[src/inc/pin_timer_pkg.sv]
// What this block does
// - Output pin serves as busy indicator or as message-controlled output.
// - New pin settings take effect when the message is received.
// - Locked pin ignores changes unless the same message unlocks first.
// - Lock on exit is applied after all other pin actions.
// - A message can set the pin on, off, or toggle it.
// - Pin electrical level follows the configured polarity.
// - Expired timeout drives the pin off.
// - Halting the timeout freezes its remaining value.
// - Starting the timeout leaves the pin state unchanged.
// - Default source loads stored default timeout, then runs.
// - Message source loads the carried timeout, then runs.
// - Resume continues from held value; expired value reverts to halted.
// - No-change fields leave present settings unmodified.
// - Sixteen elapsed timers, indexed 00 to 15.
// - Timers reachable by message and by a timer access command.
// - All timers update continuously per own configuration.
// - Displayed running timer value refreshes as it changes.
// - Each timer can be run or halted by command.
// - Direction changes without stopping or resetting the count.
// - Each timer accepts a preset within the legal range.
// - Wrap past maximum or below zero sets the overflow flag.
// - A message can clear a timer overflow flag.
package pin_timer_pkg;
    // ---------------------------------------------------------------
    // Register map
    // ---------------------------------------------------------------
    localparam logic [7:0] ADDR_PIN_CMD = 8'h00;
    localparam logic [7:0] ADDR_PIN_STAT = 8'h04;
    localparam logic [7:0] ADDR_PIN_DEF = 8'h08;
    localparam logic [7:0] ADDR_TMR_SEL = 8'h0C;
    localparam logic [7:0] ADDR_TMR_CMD = 8'h10;
    localparam logic [7:0] ADDR_TMR_HRS = 8'h14;
    localparam logic [7:0] ADDR_TMR_SUB = 8'h18;
    localparam logic [7:0] ADDR_TMR_STAT = 8'h1C;
    localparam logic [7:0] ADDR_TMR_ACC = 8'h20;
    // ---------------------------------------------------------------
    // Timing
    // ---------------------------------------------------------------
    localparam int CLK_HZ = 10_000_000;
    localparam int TICK_10MS_NS = 10_000_000;
    localparam int TICK_CYC = TICK_10MS_NS / (1_000_000_000 / CLK_HZ);
    localparam logic [16:0] TICK_LAST = 17'(TICK_CYC - 1);
    localparam logic [6:0] HUND_PER_S = 7'h64;
    localparam logic [6:0] SEC_PER_MIN = 7'h3C;
    localparam logic [13:0] HOUR_MAX = 14'h270F;
    localparam logic [6:0] SUB_MAX = 7'h63;
    localparam logic [5:0] MIN_SEC_MAX = 6'h3B;
    // Timeout units: 10 ms ticks, per second, per minute.
    localparam logic [1:0] TO_UNIT_10MS = 2'h0;
    localparam logic [1:0] TO_UNIT_S = 2'h1;
    localparam logic [1:0] TO_UNIT_MIN = 2'h2;
    localparam logic [12:0] TICKS_PER_S = 13'h0064;
    localparam logic [12:0] TICKS_PER_MIN = 13'h1770;
    localparam logic [18:0] TO_RESET = 19'h00064;
    localparam int N_TMR = 16;
    // ---------------------------------------------------------------
    // Types
    // ---------------------------------------------------------------
    typedef enum logic [1:0] {
        ACT_NC = 2'b00,
        ACT_ON = 2'b01,
        ACT_OFF = 2'b10,
        ACT_TOG = 2'b11
    } pin_act_t;
    typedef enum logic [1:0] {
        TOA_NC = 2'b00,
        TOA_HALT = 2'b01,
        TOA_RUN = 2'b10
    } to_act_t;
    typedef enum logic [1:0] {
        SRC_DEFAULT = 2'b00,
        SRC_MESSAGE = 2'b01,
        SRC_RESUME = 2'b10
    } to_src_t;
    // Pin command word bit layout, written at ADDR_PIN_CMD.
    typedef struct packed {
        logic [9:0] unused;
        logic [1:0] to_unit;
        logic [6:0] to_value;
        to_src_t to_src;
        to_act_t to_act;
        pin_act_t status;
        logic [1:0] polarity;
        logic [1:0] mode;
        logic lock_exit;
        logic unlock_entry;
    } pin_cmd_t;
    // Timer command: bit0 run/halt change, bit1 run, bit2 dir change, bit3 down,
    // bit4 load preset, bit5 clear overflow.
    typedef struct packed {
        logic [25:0] unused;
        logic clr_ovf;
        logic load;
        logic down;
        logic dir_chg;
        logic run;
        logic run_chg;
    } tmr_cmd_t;
    typedef struct packed {
        logic [13:0] hours;
        logic [5:0] mins;
        logic [5:0] secs;
        logic [6:0] hund;
    } tval_t;
endpackage

[src/rtl/elapsed_timer.sv]
`timescale 1ns/1ps
`default_nettype none
module elapsed_timer
    import pin_timer_pkg::*;
(
    // Clock and reset
    input wire logic i_ref_clk,
    input wire logic i_reset_n,
    input wire logic i_tick,
    // Command
    input wire logic i_cmd_we,
    input wire tmr_cmd_t i_cmd,
    input wire tval_t i_preset,
    // State
    output tval_t o_value,
    output logic o_running,
    output logic o_down,
    output logic o_ovf
);
    typedef struct packed {
        tval_t v;
        logic run;
        logic down;
        logic ovf;
    } st_t;
    st_t st_r;
    st_t st_nxt;
    always_comb begin
        st_nxt = st_r;
        if (i_tick && st_r.run) begin
            if (!st_r.down) begin
                if (st_r.v.hund != SUB_MAX) begin
                    st_nxt.v.hund = st_r.v.hund + 7'h01;
                end else begin
                    st_nxt.v.hund = 7'h00;
                    if (st_r.v.secs != MIN_SEC_MAX) begin
                        st_nxt.v.secs = st_r.v.secs + 6'h01;
                    end else begin
                        st_nxt.v.secs = 6'h00;
                        if (st_r.v.mins != MIN_SEC_MAX) begin
                            st_nxt.v.mins = st_r.v.mins + 6'h01;
                        end else begin
                            st_nxt.v.mins = 6'h00;
                            if (st_r.v.hours != HOUR_MAX) begin
                                st_nxt.v.hours = st_r.v.hours + 14'h0001;
                            end else begin
                                st_nxt.v.hours = 14'h0000;
                                st_nxt.ovf = 1'b1;
                            end
                        end
                    end
                end
            end else begin
                if (st_r.v.hund != 7'h00) begin
                    st_nxt.v.hund = st_r.v.hund - 7'h01;
                end else begin
                    st_nxt.v.hund = SUB_MAX;
                    if (st_r.v.secs != 6'h00) begin
                        st_nxt.v.secs = st_r.v.secs - 6'h01;
                    end else begin
                        st_nxt.v.secs = MIN_SEC_MAX;
                        if (st_r.v.mins != 6'h00) begin
                            st_nxt.v.mins = st_r.v.mins - 6'h01;
                        end else begin
                            st_nxt.v.mins = MIN_SEC_MAX;
                            if (st_r.v.hours != 14'h0000) begin
                                st_nxt.v.hours = st_r.v.hours - 14'h0001;
                            end else begin
                                st_nxt.v.hours = HOUR_MAX;
                                st_nxt.ovf = 1'b1;
                            end
                        end
                    end
                end
            end
        end
        if (i_cmd_we) begin
            if (i_cmd.run_chg) begin
                st_nxt.run = i_cmd.run;
            end
            if (i_cmd.dir_chg) begin
                st_nxt.down = i_cmd.down;
            end
            if (i_cmd.load) begin
                st_nxt.v = i_preset;
            end
            // A wrap in the same cycle as the clear keeps the flag set if it was clear before.
            if (i_cmd.clr_ovf && !(st_nxt.ovf && !st_r.ovf)) begin
                st_nxt.ovf = 1'b0;
            end
        end
    end
    always_ff @(posedge i_ref_clk) begin
        if (!i_reset_n) begin
            st_r <= '0;
        end else begin
            st_r <= st_nxt;
        end
    end
    assign o_value = st_r.v;
    assign o_running = st_r.run;
    assign o_down = st_r.down;
    assign o_ovf = st_r.ovf;
endmodule // elapsed_timer
`default_nettype wire

[src/rtl/pin_timer_top.sv]
// Register access over APB and the address map are this design's own decisions.
`timescale 1ns/1ps
`default_nettype none
module pin_timer_top
    import pin_timer_pkg::*;
(
    // Clock and reset
    input wire logic i_ref_clk,
    input wire logic i_reset_n,
    // APB slave
    input wire logic i_psel,
    input wire logic i_penable,
    input wire logic i_pwrite,
    input wire logic [7:0] i_paddr,
    input wire logic [31:0] i_pwdata,
    output logic [31:0] o_prdata,
    output logic o_pready,
    output logic o_pslverr,
    // Busy source from the message engine
    input wire logic i_busy,
    // Open-collector output pin
    output logic o_pin_out,
    output logic o_pin_oe_n
);
    // ---------------------------------------------------------------
    // State
    // ---------------------------------------------------------------
    typedef struct packed {
        logic [16:0] tick_cnt;
        logic tick;
        logic mode_out;
        logic pol_low;
        logic locked;
        logic pin_on;
        logic to_run;
        logic [18:0] to_cnt;
        logic [18:0] to_def;
        logic [3:0] sel;
        tval_t preset;
        logic [31:0] rdata;
        logic pin_lvl;
    } st_t;
    st_t st_r;
    st_t st_nxt;
    logic apb_wr;
    logic apb_rd;
    logic tmr_we;
    tmr_cmd_t tmr_cmd;
    logic [3:0] tmr_idx;
    tval_t tmr_val [N_TMR];
    logic [N_TMR-1:0] tmr_run;
    logic [N_TMR-1:0] tmr_down;
    logic [N_TMR-1:0] tmr_ovf;
    pin_cmd_t pcmd;
    // Converts a message timeout into 10 ms ticks.
    function automatic logic [18:0] to_ticks(input logic [1:0] unit, input logic [6:0] val);
        logic [18:0] r;
        r = 19'h00000;
        if (unit == TO_UNIT_10MS) begin
            r = {12'h000, val};
        end else if (unit == TO_UNIT_S) begin
            r = 19'({val, 12'h000} / 19'h01000) * 19'(TICKS_PER_S);
        end else if (unit == TO_UNIT_MIN) begin
            r = 19'(val) * 19'(TICKS_PER_MIN);
        end
        return r;
    endfunction
    assign apb_wr = i_psel && i_penable && i_pwrite;
    // Read data is captured in the setup cycle so that it stands at the access edge.
    assign apb_rd = i_psel && !i_penable && !i_pwrite;
    assign pcmd = pin_cmd_t'(i_pwdata);
    // ---------------------------------------------------------------
    // Elapsed timers
    // ---------------------------------------------------------------
    // Timer commands arrive either directly or through the access command word.
    always_comb begin
        tmr_we = 1'b0;
        tmr_idx = st_r.sel;
        tmr_cmd = tmr_cmd_t'(i_pwdata);
        if (apb_wr && i_paddr == ADDR_TMR_CMD) begin
            tmr_we = 1'b1;
        end else if (apb_wr && i_paddr == ADDR_TMR_ACC) begin
            tmr_we = 1'b1;
            tmr_idx = i_pwdata[11:8];
            tmr_cmd = tmr_cmd_t'({26'h0, i_pwdata[5:0]});
        end
    end
    generate
        for (genvar g = 0; g < N_TMR; g++) begin : g_tmr
            elapsed_timer u_tmr (
                .i_ref_clk(i_ref_clk),
                .i_reset_n(i_reset_n),
                .i_tick(st_r.tick),
                .i_cmd_we(tmr_we && tmr_idx == 4'(g)),
                .i_cmd(tmr_cmd),
                .i_preset(st_r.preset),
                .o_value(tmr_val[g]),
                .o_running(tmr_run[g]),
                .o_down(tmr_down[g]),
                .o_ovf(tmr_ovf[g])
            );
        end
    endgenerate
    // ---------------------------------------------------------------
    // Pin control and bus
    // ---------------------------------------------------------------
    always_comb begin
        st_nxt = st_r;
        st_nxt.tick = 1'b0;
        if (st_r.tick_cnt == TICK_LAST) begin
            st_nxt.tick_cnt = 17'h00000;
            st_nxt.tick = 1'b1;
        end else begin
            st_nxt.tick_cnt = st_r.tick_cnt + 17'h00001;
        end
        if (st_r.tick && st_r.to_run) begin
            if (st_r.to_cnt <= 19'h00001) begin
                st_nxt.to_cnt = 19'h00000;
                st_nxt.to_run = 1'b0;
                st_nxt.pin_on = 1'b0;
            end else begin
                st_nxt.to_cnt = st_r.to_cnt - 19'h00001;
            end
        end
        if (apb_wr) begin
            if (i_paddr == ADDR_PIN_CMD) begin
                if (!st_r.locked || pcmd.unlock_entry) begin
                    st_nxt.locked = 1'b0;
                    if (pcmd.mode[1]) begin
                        st_nxt.mode_out = pcmd.mode[0];
                    end
                    if (pcmd.polarity[1]) begin
                        st_nxt.pol_low = pcmd.polarity[0];
                    end
                    if (pcmd.status == ACT_ON) begin
                        st_nxt.pin_on = 1'b1;
                    end else if (pcmd.status == ACT_OFF) begin
                        st_nxt.pin_on = 1'b0;
                    end else if (pcmd.status == ACT_TOG) begin
                        st_nxt.pin_on = !st_r.pin_on;
                    end
                    if (pcmd.to_act == TOA_HALT) begin
                        st_nxt.to_run = 1'b0;
                        st_nxt.to_cnt = st_r.to_cnt;
                    end else if (pcmd.to_act == TOA_RUN) begin
                        if (pcmd.to_src == SRC_DEFAULT) begin
                            st_nxt.to_cnt = st_r.to_def;
                            st_nxt.to_run = 1'b1;
                        end else if (pcmd.to_src == SRC_MESSAGE) begin
                            st_nxt.to_cnt = to_ticks(pcmd.to_unit, pcmd.to_value);
                            st_nxt.to_run = 1'b1;
                        end else begin
                            st_nxt.to_run = (st_r.to_cnt != 19'h00000);
                        end
                    end
                    if (pcmd.lock_exit) begin
                        st_nxt.locked = 1'b1;
                    end
                end
            end else if (i_paddr == ADDR_PIN_DEF) begin
                st_nxt.to_def = i_pwdata[18:0];
            end else if (i_paddr == ADDR_TMR_SEL) begin
                st_nxt.sel = i_pwdata[3:0];
            end else if (i_paddr == ADDR_TMR_HRS) begin
                st_nxt.preset.hours = i_pwdata[13:0];
            end else if (i_paddr == ADDR_TMR_SUB) begin
                st_nxt.preset.mins = i_pwdata[21:16];
                st_nxt.preset.secs = i_pwdata[13:8];
                st_nxt.preset.hund = i_pwdata[6:0];
            end
        end
        st_nxt.rdata = 32'h00000000;
        if (apb_rd) begin
            if (i_paddr == ADDR_PIN_STAT) begin
                st_nxt.rdata = {st_r.to_cnt, 8'h00, st_r.to_run, st_r.pin_on,
                    st_r.locked, st_r.pol_low, st_r.mode_out};
            end else if (i_paddr == ADDR_PIN_DEF) begin
                st_nxt.rdata = {13'h0000, st_r.to_def};
            end else if (i_paddr == ADDR_TMR_SEL) begin
                st_nxt.rdata = {28'h0000000, st_r.sel};
            end else if (i_paddr == ADDR_TMR_HRS) begin
                st_nxt.rdata = {18'h00000, tmr_val[st_r.sel].hours};
            end else if (i_paddr == ADDR_TMR_SUB) begin
                st_nxt.rdata = {10'h000, tmr_val[st_r.sel].mins, 2'h0,
                    tmr_val[st_r.sel].secs, 1'b0, tmr_val[st_r.sel].hund};
            end else if (i_paddr == ADDR_TMR_STAT) begin
                st_nxt.rdata = {29'h00000000, tmr_ovf[st_r.sel], tmr_down[st_r.sel],
                    tmr_run[st_r.sel]};
            end
        end
        // Busy mode drives the pin from the engine, output mode from the state.
        st_nxt.pin_lvl = (st_nxt.mode_out ? st_nxt.pin_on : i_busy) ^ st_nxt.pol_low;
    end
    always_ff @(posedge i_ref_clk) begin
        if (!i_reset_n) begin
            st_r <= '0;
            st_r.to_def <= TO_RESET;
        end else begin
            st_r <= st_nxt;
        end
    end
    // ---------------------------------------------------------------
    // Outputs
    // ---------------------------------------------------------------
    // Open collector: the transistor pulls low while enabled, else floats.
    assign o_pin_out = 1'b0;
    assign o_pin_oe_n = !st_r.pin_lvl;
    assign o_pready = i_psel && i_penable;
    assign o_prdata = st_r.rdata;
    assign o_pslverr = 1'b0;
endmodule // pin_timer_top
`default_nettype wire

[config.mk]
export PLATFORM = sky130hd
export DESIGN_NAME = pin_timer_top
export DESIGN_NICKNAME = d
export VERILOG_FILES = /design/src/inc/pin_timer_pkg.sv /design/src/rtl/elapsed_timer.sv /design/src/rtl/pin_timer_top.sv
export SDC_FILE = /design/constraint.sdc
export NUM_CORES = 2
export LEC_CHECK = 0
export BUFFER_PORTS_ARGS = -buffer_cell sky130_fd_sc_hd__buf_2
export CELL_PAD_IN_SITES_DETAIL_PLACEMENT = 1
export CELL_PAD_IN_SITES_GLOBAL_PLACEMENT = 2
export CORE_AREA = 2 2 503 355
export CTS_CLUSTER_DIAMETER = 60
export CTS_CLUSTER_SIZE = 14
export DETAILED_ROUTE_END_ITERATION = 6
export DIE_AREA = 0 0 505 357
export GPL_ROUTABILITY_DRIVEN = 0
export GPL_TIMING_DRIVEN = 0
export PLACE_DENSITY_LB_ADDON = 0.1
export REMOVE_ABC_BUFFERS = 1
export SLEW_MARGIN = 20
export SYNTH_ARGS = -nofsm -noshare
export SYNTH_HDL_FRONTEND = slang
export SYNTH_SLANG_ARGS = --single-unit
[constraint.sdc]
create_clock -name i_ref_clk -period 6.8 [get_ports i_ref_clk]
set_input_delay 1.36 -clock i_ref_clk [delete_from_list [all_inputs] [get_ports i_ref_clk]]
set_output_delay 1.36 -clock i_ref_clk [all_outputs]
set_load 0.01 [all_outputs]
-- After elaboration in Yosys (flattened, before gate mapping)
Cells that the tools add are included.
- logic and storage cells: 1133
- bits in registers: 707
- order comparisons: 3
- equal/unequal tests: 97
- reduce and logical (&&, ||, !) cells: 218
- bitwise operators: 8
- multiply operators: 2
- $add $sub $neg: 130
- mux-type cells: 546
- operators with widths (operator ; count):
    33-bit two-way mux ; 51
    14-bit two-way mux ; 65
    26-bit two-way mux ; 32
    20-bit two-way mux ; 35
    36-bit two-way mux ; 16
    6-bit two-way mux ; 65
    14-bit by 1-bit adder with 14-bit output (second input constant) ; 16
    7-bit two-way mux ; 32
    14-bit inequality test (second input constant) ; 16
    14-bit nonzero test ; 16
    14-bit by 1-bit subtractor with 14-bit output (second input constant) ; 16
    1-bit two-way mux ; 222
    6-bit by 1-bit adder with 6-bit output (second input constant) ; 32
    6-bit inequality test (second input constant) ; 32
    6-bit nonzero test ; 32
    6-bit by 1-bit subtractor with 6-bit output (second input constant) ; 32
    19-bit two-way mux ; 8
    33-bit binary-select mux with 4-bit select ; 1
    7-bit by 1-bit adder with 7-bit output (second input constant) ; 16
    7-bit inequality test (second input constant) ; 16
    7-bit nonzero test ; 16
    7-bit by 1-bit subtractor with 7-bit output (second input constant) ; 16
    22-bit two-way mux ; 4
    80-bit two-way mux ; 1
    45 further kinds ; 216

-- Depth between registers and ports, before layout
- word-level depth: 13
- mapped depth: 16
- depth with buffers taken out: 16

-- Hierarchy
From an unflattened synthesis, not the netlist that was laid out.
- cells, all modules: 9847
- area total of the unflattened synthesis: 70487.6 um2
- by module, submodules not included (module ; area an instance (um2) ; instances ; seq. area each (um2) ; cells each):
    elapsed_timer (g_tmr[0].u_tmr ...) ; 3613.5 ; 13 ; 720.7 ; 535
    pin_timer_top ; 13047.5 ; 1 ; 2622.5 ; 1393
    elapsed_timer (g_tmr[8].u_tmr ...) ; 3545.9 ; 2 ; 720.7 ; 505
    elapsed_timer (g_tmr[7].u_tmr) ; 3373.2 ; 1 ; 720.7 ; 489

-- Worst setup path after synthesis
Ideal clock, no wire load.
- path kind: in2reg
- start point: input i_pwdata[16]
- end point: register st_r[102] (netlist bit)
- data required time: 6.699 ns
- path buffers: 0
- library setup time: 0.101 ns
- arrival time: 5.110 ns
- stages: 16
- slack: 1.589 ns
- cell sequence: fa_1 inv_1 fa_1 inv_1 fa_1 inv_1 fa_1 inv_1 ha_1 nand4b_1 o211ai_1 o21a_1 nor2_1 xor2_1 o221a_2 o41ai_1
- longest elaborated chain between the ends: 11
- ends and longest elaborated chain (item ; line ; RTL):
    start: declaration ; pin_timer_top.sv:15 ; input wire logic [31:0] i_pwdata,
    7-bit by 9-bit multiplier with 15-bit output ; pin_timer_top.sv:64 ; r = 19'(val) * 19'(TICKS_PER_MIN);
    19-bit two-way mux ; pin_timer_top.sv:63 ; end else if (unit == TO_UNIT_MIN) begin
    19-bit two-way mux (*) ; pin_timer_top.sv:61 ; end else if (unit == TO_UNIT_S) begin
    19-bit two-way mux (*) ; pin_timer_top.sv:59 ; if (unit == TO_UNIT_10MS) begin
    19-bit two-way mux (*) ; pin_timer_top.sv:149 ; end else if (pcmd.to_src == SRC_MESSAGE) begin
    20-bit two-way mux (*) ; pin_timer_top.sv:146 ; if (pcmd.to_src == SRC_DEFAULT) begin
    20-bit two-way mux (*) ; pin_timer_top.sv:145 ; end else if (pcmd.to_act == TOA_RUN) begin
    20-bit two-way mux (*) ; pin_timer_top.sv:142 ; if (pcmd.to_act == TOA_HALT) begin
    24-bit two-way mux (*) ; pin_timer_top.sv:127 ; if (!st_r.locked || pcmd.unlock_entry) begin
    24-bit two-way mux (*) ; pin_timer_top.sv:126 ; if (i_paddr == ADDR_PIN_CMD) begin
    80-bit two-way mux (*) ; pin_timer_top.sv:125 ; if (apb_wr) begin
    end signal: assignment ; pin_timer_top.sv:199 ; st_r <= st_nxt;
    end: declaration ; pin_timer_top.sv:43 ; st_t st_r;
Mark *: on every way between the ends. The rest lies on a longest branch, timed or not. The select of a mux whose other input is x is not followed.
A chain may end at the register's enable or synchronous reset.

-- Worst setup path in the final report
- start point: input i_pwdata[16]
- end point: register st_r[105] (netlist bit)
- longest elaborated chain between the ends: 11
- ends and longest elaborated chain (item ; line):
    7-bit by 9-bit multiplier with 15-bit output ; pin_timer_top.sv:64
    19-bit two-way mux ; pin_timer_top.sv:63
    19-bit two-way mux ; pin_timer_top.sv:61
    19-bit two-way mux ; pin_timer_top.sv:59
    19-bit two-way mux ; pin_timer_top.sv:149
    20-bit two-way mux ; pin_timer_top.sv:146
    20-bit two-way mux ; pin_timer_top.sv:145
    20-bit two-way mux ; pin_timer_top.sv:142
    24-bit two-way mux ; pin_timer_top.sv:127
    24-bit two-way mux ; pin_timer_top.sv:126
    80-bit two-way mux ; pin_timer_top.sv:125
Every way passes these cells. The select of a mux whose other input is x is not followed.

==> flow_summary.rst <==
.. list-table::
   :header-rows: 1

   * - Metric
     - Value
   * - Yosys top cell by area
     - dfxtp_1
   * - Detailed-route wire length
     - 374000 um
   * - Nets@finish
     - 8897
   * - Post-synth design cell area
     - 0.0663 mm^2
   * - Final-layout setup total negative slack
     - 0 ns
   * - Share of flip-flops with an asynchronous set or reset
     - 0%
   * - Level count of the clock H-tree
     - 3
   * - Largest cells by area after synthesis
     - dfxtp_1 21%, a21oi_1 6.0%, mux4_2 6.0%
   * - DRC
     - 1
   * - Crit path max-delay cell type
     - fa_1
   * - Final count of pins violating max slew
     - 0
   * - Most used flip-flop cell after synthesis
     - dfxtp_1
   * - Total of warnings raised by yosys
     - 0
   * - Clock transition at the registers of the reported paths
     - 0.06 ns
   * - Slew Limit Headroom
     - 16.6%
   * - Buffers plus inverters on the worst setup path
     - 5
   * - Overall die width
     - 505 um
   * - Depth of the worst register-to-register path
     - 7
   * - P_int
     - 7.98 mW
   * - Starting utilization of the core area
     - 37.8%
   * - Final core area utilization
     - 40.9%
   * - Data arrival time of the critical path
     - 5.83 ns
   * - Static power due to leakage
     - 23.7 nW
   * - Number of unique standard cell types used by synthesis
     - 106
   * - Power share of the sequential group
     - 36.4%
   * - Worst setup path endpoint
     - st_r[105]
   * - HPWL reported at the end of detailed placement
     - 269000 um
   * - Maximum clock frequency
     - 0.193 GHz
   * - Core area
     - 0.176 mm^2
   * - Data required time of the worst path
     - 7.44 ns
   * - Post-synth EDFFs
     - 0
   * - Synth Register Bits
     - 707
   * - Outcome
     - finished, violations left
   * - Number of gates on the worst path with buffers counted
     - 17
   * - Cell count after synthesis
     - 9304
   * - Chip Height
     - 357 um
   * - Clock latency of the later-clocked register in the worst-skew pair
     - 0.79 ns
   * - Reg2Reg Capture Point
     - g_tmr[3].u_tmr.o_value[24]
   * - Num CTS Buffers
     - 102
   * - Share of power burned in combinational logic
     - 12.6%
   * - Hold Violations, Final
     - 0
   * - Most used standard cell by instance count after synthesis
     - nand2_1
   * - Count of input and output buffers
     - 69
   * - Quantity of hold-fixing buffers added after cts
     - 0
   * - Power spent charging and discharging nets
     - 3.80 mW
   * - Classification of the worst-slack hold path
     - flop to flop
   * - Number of vias after detailed routing
     - 79200
   * - CP delay by family, top
     - adder cells
   * - Launch instance of the worst register-to-register path
     - g_tmr[3].u_tmr.o_value[2]
   * - Sequence of cells on the critical path
     - buf_2, fa_1, inv_1, fa_1, inv_1, fa_1, inv_1, fa_1, inv_1, ha_1, a21oi_1, a21oi_1, nor3_1, nor2_1, xor2_1, a22oi_1, o311ai_0
   * - Resize count post-CTS
     - 0
   * - Startpoint Class
     - primary input
   * - Number of clock sinks
     - 707
   * - DR vias/cell
     - 7.12
   * - Critical Setup Path Class
     - primary input to flop
   * - Reported max-cap violation count
     - 0
   * - Number of rows created at floorplan
     - 129
   * - Filler cell count
     - 21600
   * - Share of post-route cells with drive strength above 1
     - 9.45%
   * - Relative contribution of the clock network to total power
     - 51.1%
   * - Final hold slack
     - 0.443 ns
   * - Flop2flop setup slack
     - 2.61 ns
   * - Maximum vdd ir drop
     - 196 uV
   * - Count of placed standard cells in the final layout, fillers left out
     - 11100
   * - Commonest cells post-synth
     - 971 x nand2_1, 806 x nor2_1, 799 x a21oi_1
   * - Dpl cells
     - 10900
   * - Drt wl/cell
     - 33.7 um
   * - Launch point of the critical path
     - i_pwdata[16]
   * - Avg Synthesized Cell Area
     - 7.13 um^2
   * - Number of setup buffers added after CTS
     - 0
   * - Number of DRC violations after detailed-routing iteration 0
     - 11500
   * - Clk buf depth
     - 3
   * - Largest net degree at the start of global routing
     - 92
   * - Synth top area share
     - 21.3%
   * - Period utilisation layout
     - 76.3%
   * - Number of antenna violations at the first check in global routing
     - 74
   * - Clock Skew
     - 0.0377 ns
   * - Violated checks
     - design-rule violations
   * - Worst Setup Slack, final
     - 1.61 ns
   * - Area added between synthesis and finish
     - 8.30%
   * - Unrepaired setup endpoints after global routing
     - no
   * - Number of global-route vias before repair
     - 72500
   * - First drt pass iteration count
     - 7
   * - Power Density
     - 164 mW/mm^2
   * - First-pass GRT wire length
     - 536000 um
   * - Capturing element type of the critical path
     - flop
   * - Final Critical Period
     - 5.19 ns
   * - Final setup violation count
     - 0
   * - Switching share of power
     - 32.2%
   * - Clock tree from TritonCTS
     - yes
   * - Register area share after synthesis
     - 21.3%
   * - Total global routing track utilization
     - 39.8%
   * - Max Fanout on Critical Path
     - 9
   * - Remaining antenna violation count
     - 0
   * - Worst slew pin tran
     - 1.22 ns
   * - Full die area
     - 0.180 mm^2
   * - Number of top-level design ports
     - 82
   * - Gr ovfl total
     - 0
   * - Delay of the slowest critical-path stage
     - 0.58 ns
   * - Pre-CTS WS
     - 0.859 ns
   * - Root Buffer
     - clkbuf_16
through the flow:
stage	power [mW]	cell area, um^2
global placement	5.77	65800
CTS	11.8	71700
detailed placement	5.80	68000
finish	11.8	71800
floorplan	5.26	62500
global route	12.1	71700
layout make-up:
| type | count | area (um^2) | share of cell area [%] |
|---|---|---|---|
| clock buffer | 110 | 2640 | 3.68 |
| clock inverter | 82 | 1030 | 1.44 |
| sequential | 707 | 14300 | 19.9 |
| antenna | 44 | 110 | 0.153 |
| timing repair buffer | 153 | 2070 | 2.89 |
| multi-input combinational | 7398 | 47700 | 66.4 |
| inverter | 267 | 1010 | 1.41 |
| tap | 2358 | 2950 | 4.11 |
power by group through the flow:
stage	registers, mW	logic (mW)	clock network, mW
after CTS	4.27	1.44	6.07
after global placement	4.38	1.39	0
after floorplan	4.32	0.934	0
final	4.28	1.48	6.02
after detailed placement	4.37	1.43	0
after global routing	4.29	1.61	6.21
sequential cells by signal (all words and copies together), names as in the netlist:
signal and count:
g_tmr.u_tmr.o_down 16, g_tmr.u_tmr.o_ovf 16, g_tmr.u_tmr.o_running 16, g_tmr.u_tmr.o_value 528
o_prdata 32, st_r 99
worst register-to-register path: cells and delay by family (launching register included):
kind	cells	cell delay, ns
AOI/OAI and AO/OA	4	1.22
and+or+nand+nor	3	2.32
DFF	1	0.47
cell families after synthesis:
family / share of synthesized area [%]
AOI/OAI and AO/OA: 28.5
xor gates and xnor gates: 2.11
adders and majority gates: 4.42
buffers and inverters: 7.23
DFF: 21.3
muxes: 7.81
other: 0.00565
and+or+nand+nor: 28.6
per-layer routing:
layer | wire, um | track usage (%)
met5 | 301 | 0.463
met2 | 143000 | 51.9
met3 | 48300 | 12.5
met1 | 164000 | 57.6
met4 | 19200 | 20.1
how the worst min path moves through the flow:
stage               startpoint        end  slack [ns]  cells after the start
floorplan            st_r[114]  st_r[114]        0.42                      1
global placement     st_r[114]  st_r[114]        0.43                      1
detailed placement   st_r[114]  st_r[114]        0.44                      1
CTS                  st_r[114]  st_r[114]        0.45                      1
global route         st_r[114]  st_r[114]        0.48                      1
finish               st_r[114]  st_r[114]        0.44                      1
cells in the final DEF, fill, tap and decap left out, types with 39 or more instances in the layout:
| cell type | synthesis | routed |
|---|---|---|
| a211o_1 | 41 | 41 |
| a211oi_1 | 117 | 116 |
| a21o_1 | 45 | 45 |
| a21oi_1 | 799 | 799 |
| a221oi_1 | 94 | 94 |
| a22oi_1 | 76 | 76 |
| a31oi_1 | 195 | 195 |
| and2_1 | 82 | 69 |
| and3_1 | 126 | 123 |
| and4_1 | 44 | 44 |
| buf_2 | 56 | 72 |
| clkbuf_16 | 0 | 103 |
| dfxtp_1 | 707 | 653 |
| diode_2 | 0 | 44 |
| ha_1 | 201 | 201 |
| inv_1 | 263 | 262 |
| mux2i_1 | 76 | 72 |
| mux4_2 | 176 | 176 |
| nand2_1 | 971 | 951 |
| nand2b_1 | 85 | 85 |
| nand3_1 | 441 | 426 |
| nand4_1 | 167 | 167 |
| nor2_1 | 806 | 800 |
| nor2b_1 | 60 | 60 |
| nor3_1 | 419 | 416 |
| nor3b_1 | 47 | 46 |
| nor4_1 | 169 | 156 |
| o211ai_1 | 183 | 183 |
| o21ai_0 | 648 | 648 |
| o221ai_1 | 53 | 53 |
| o22ai_1 | 85 | 85 |
| o31ai_1 | 87 | 86 |
| o32ai_1 | 39 | 39 |
| or2_2 | 48 | 48 |
| or3_1 | 119 | 117 |
| or4_1 | 67 | 67 |
| xnor2_1 | 86 | 86 |
| xor2_1 | 74 | 74 |
(Power assumes the default switching activity.)
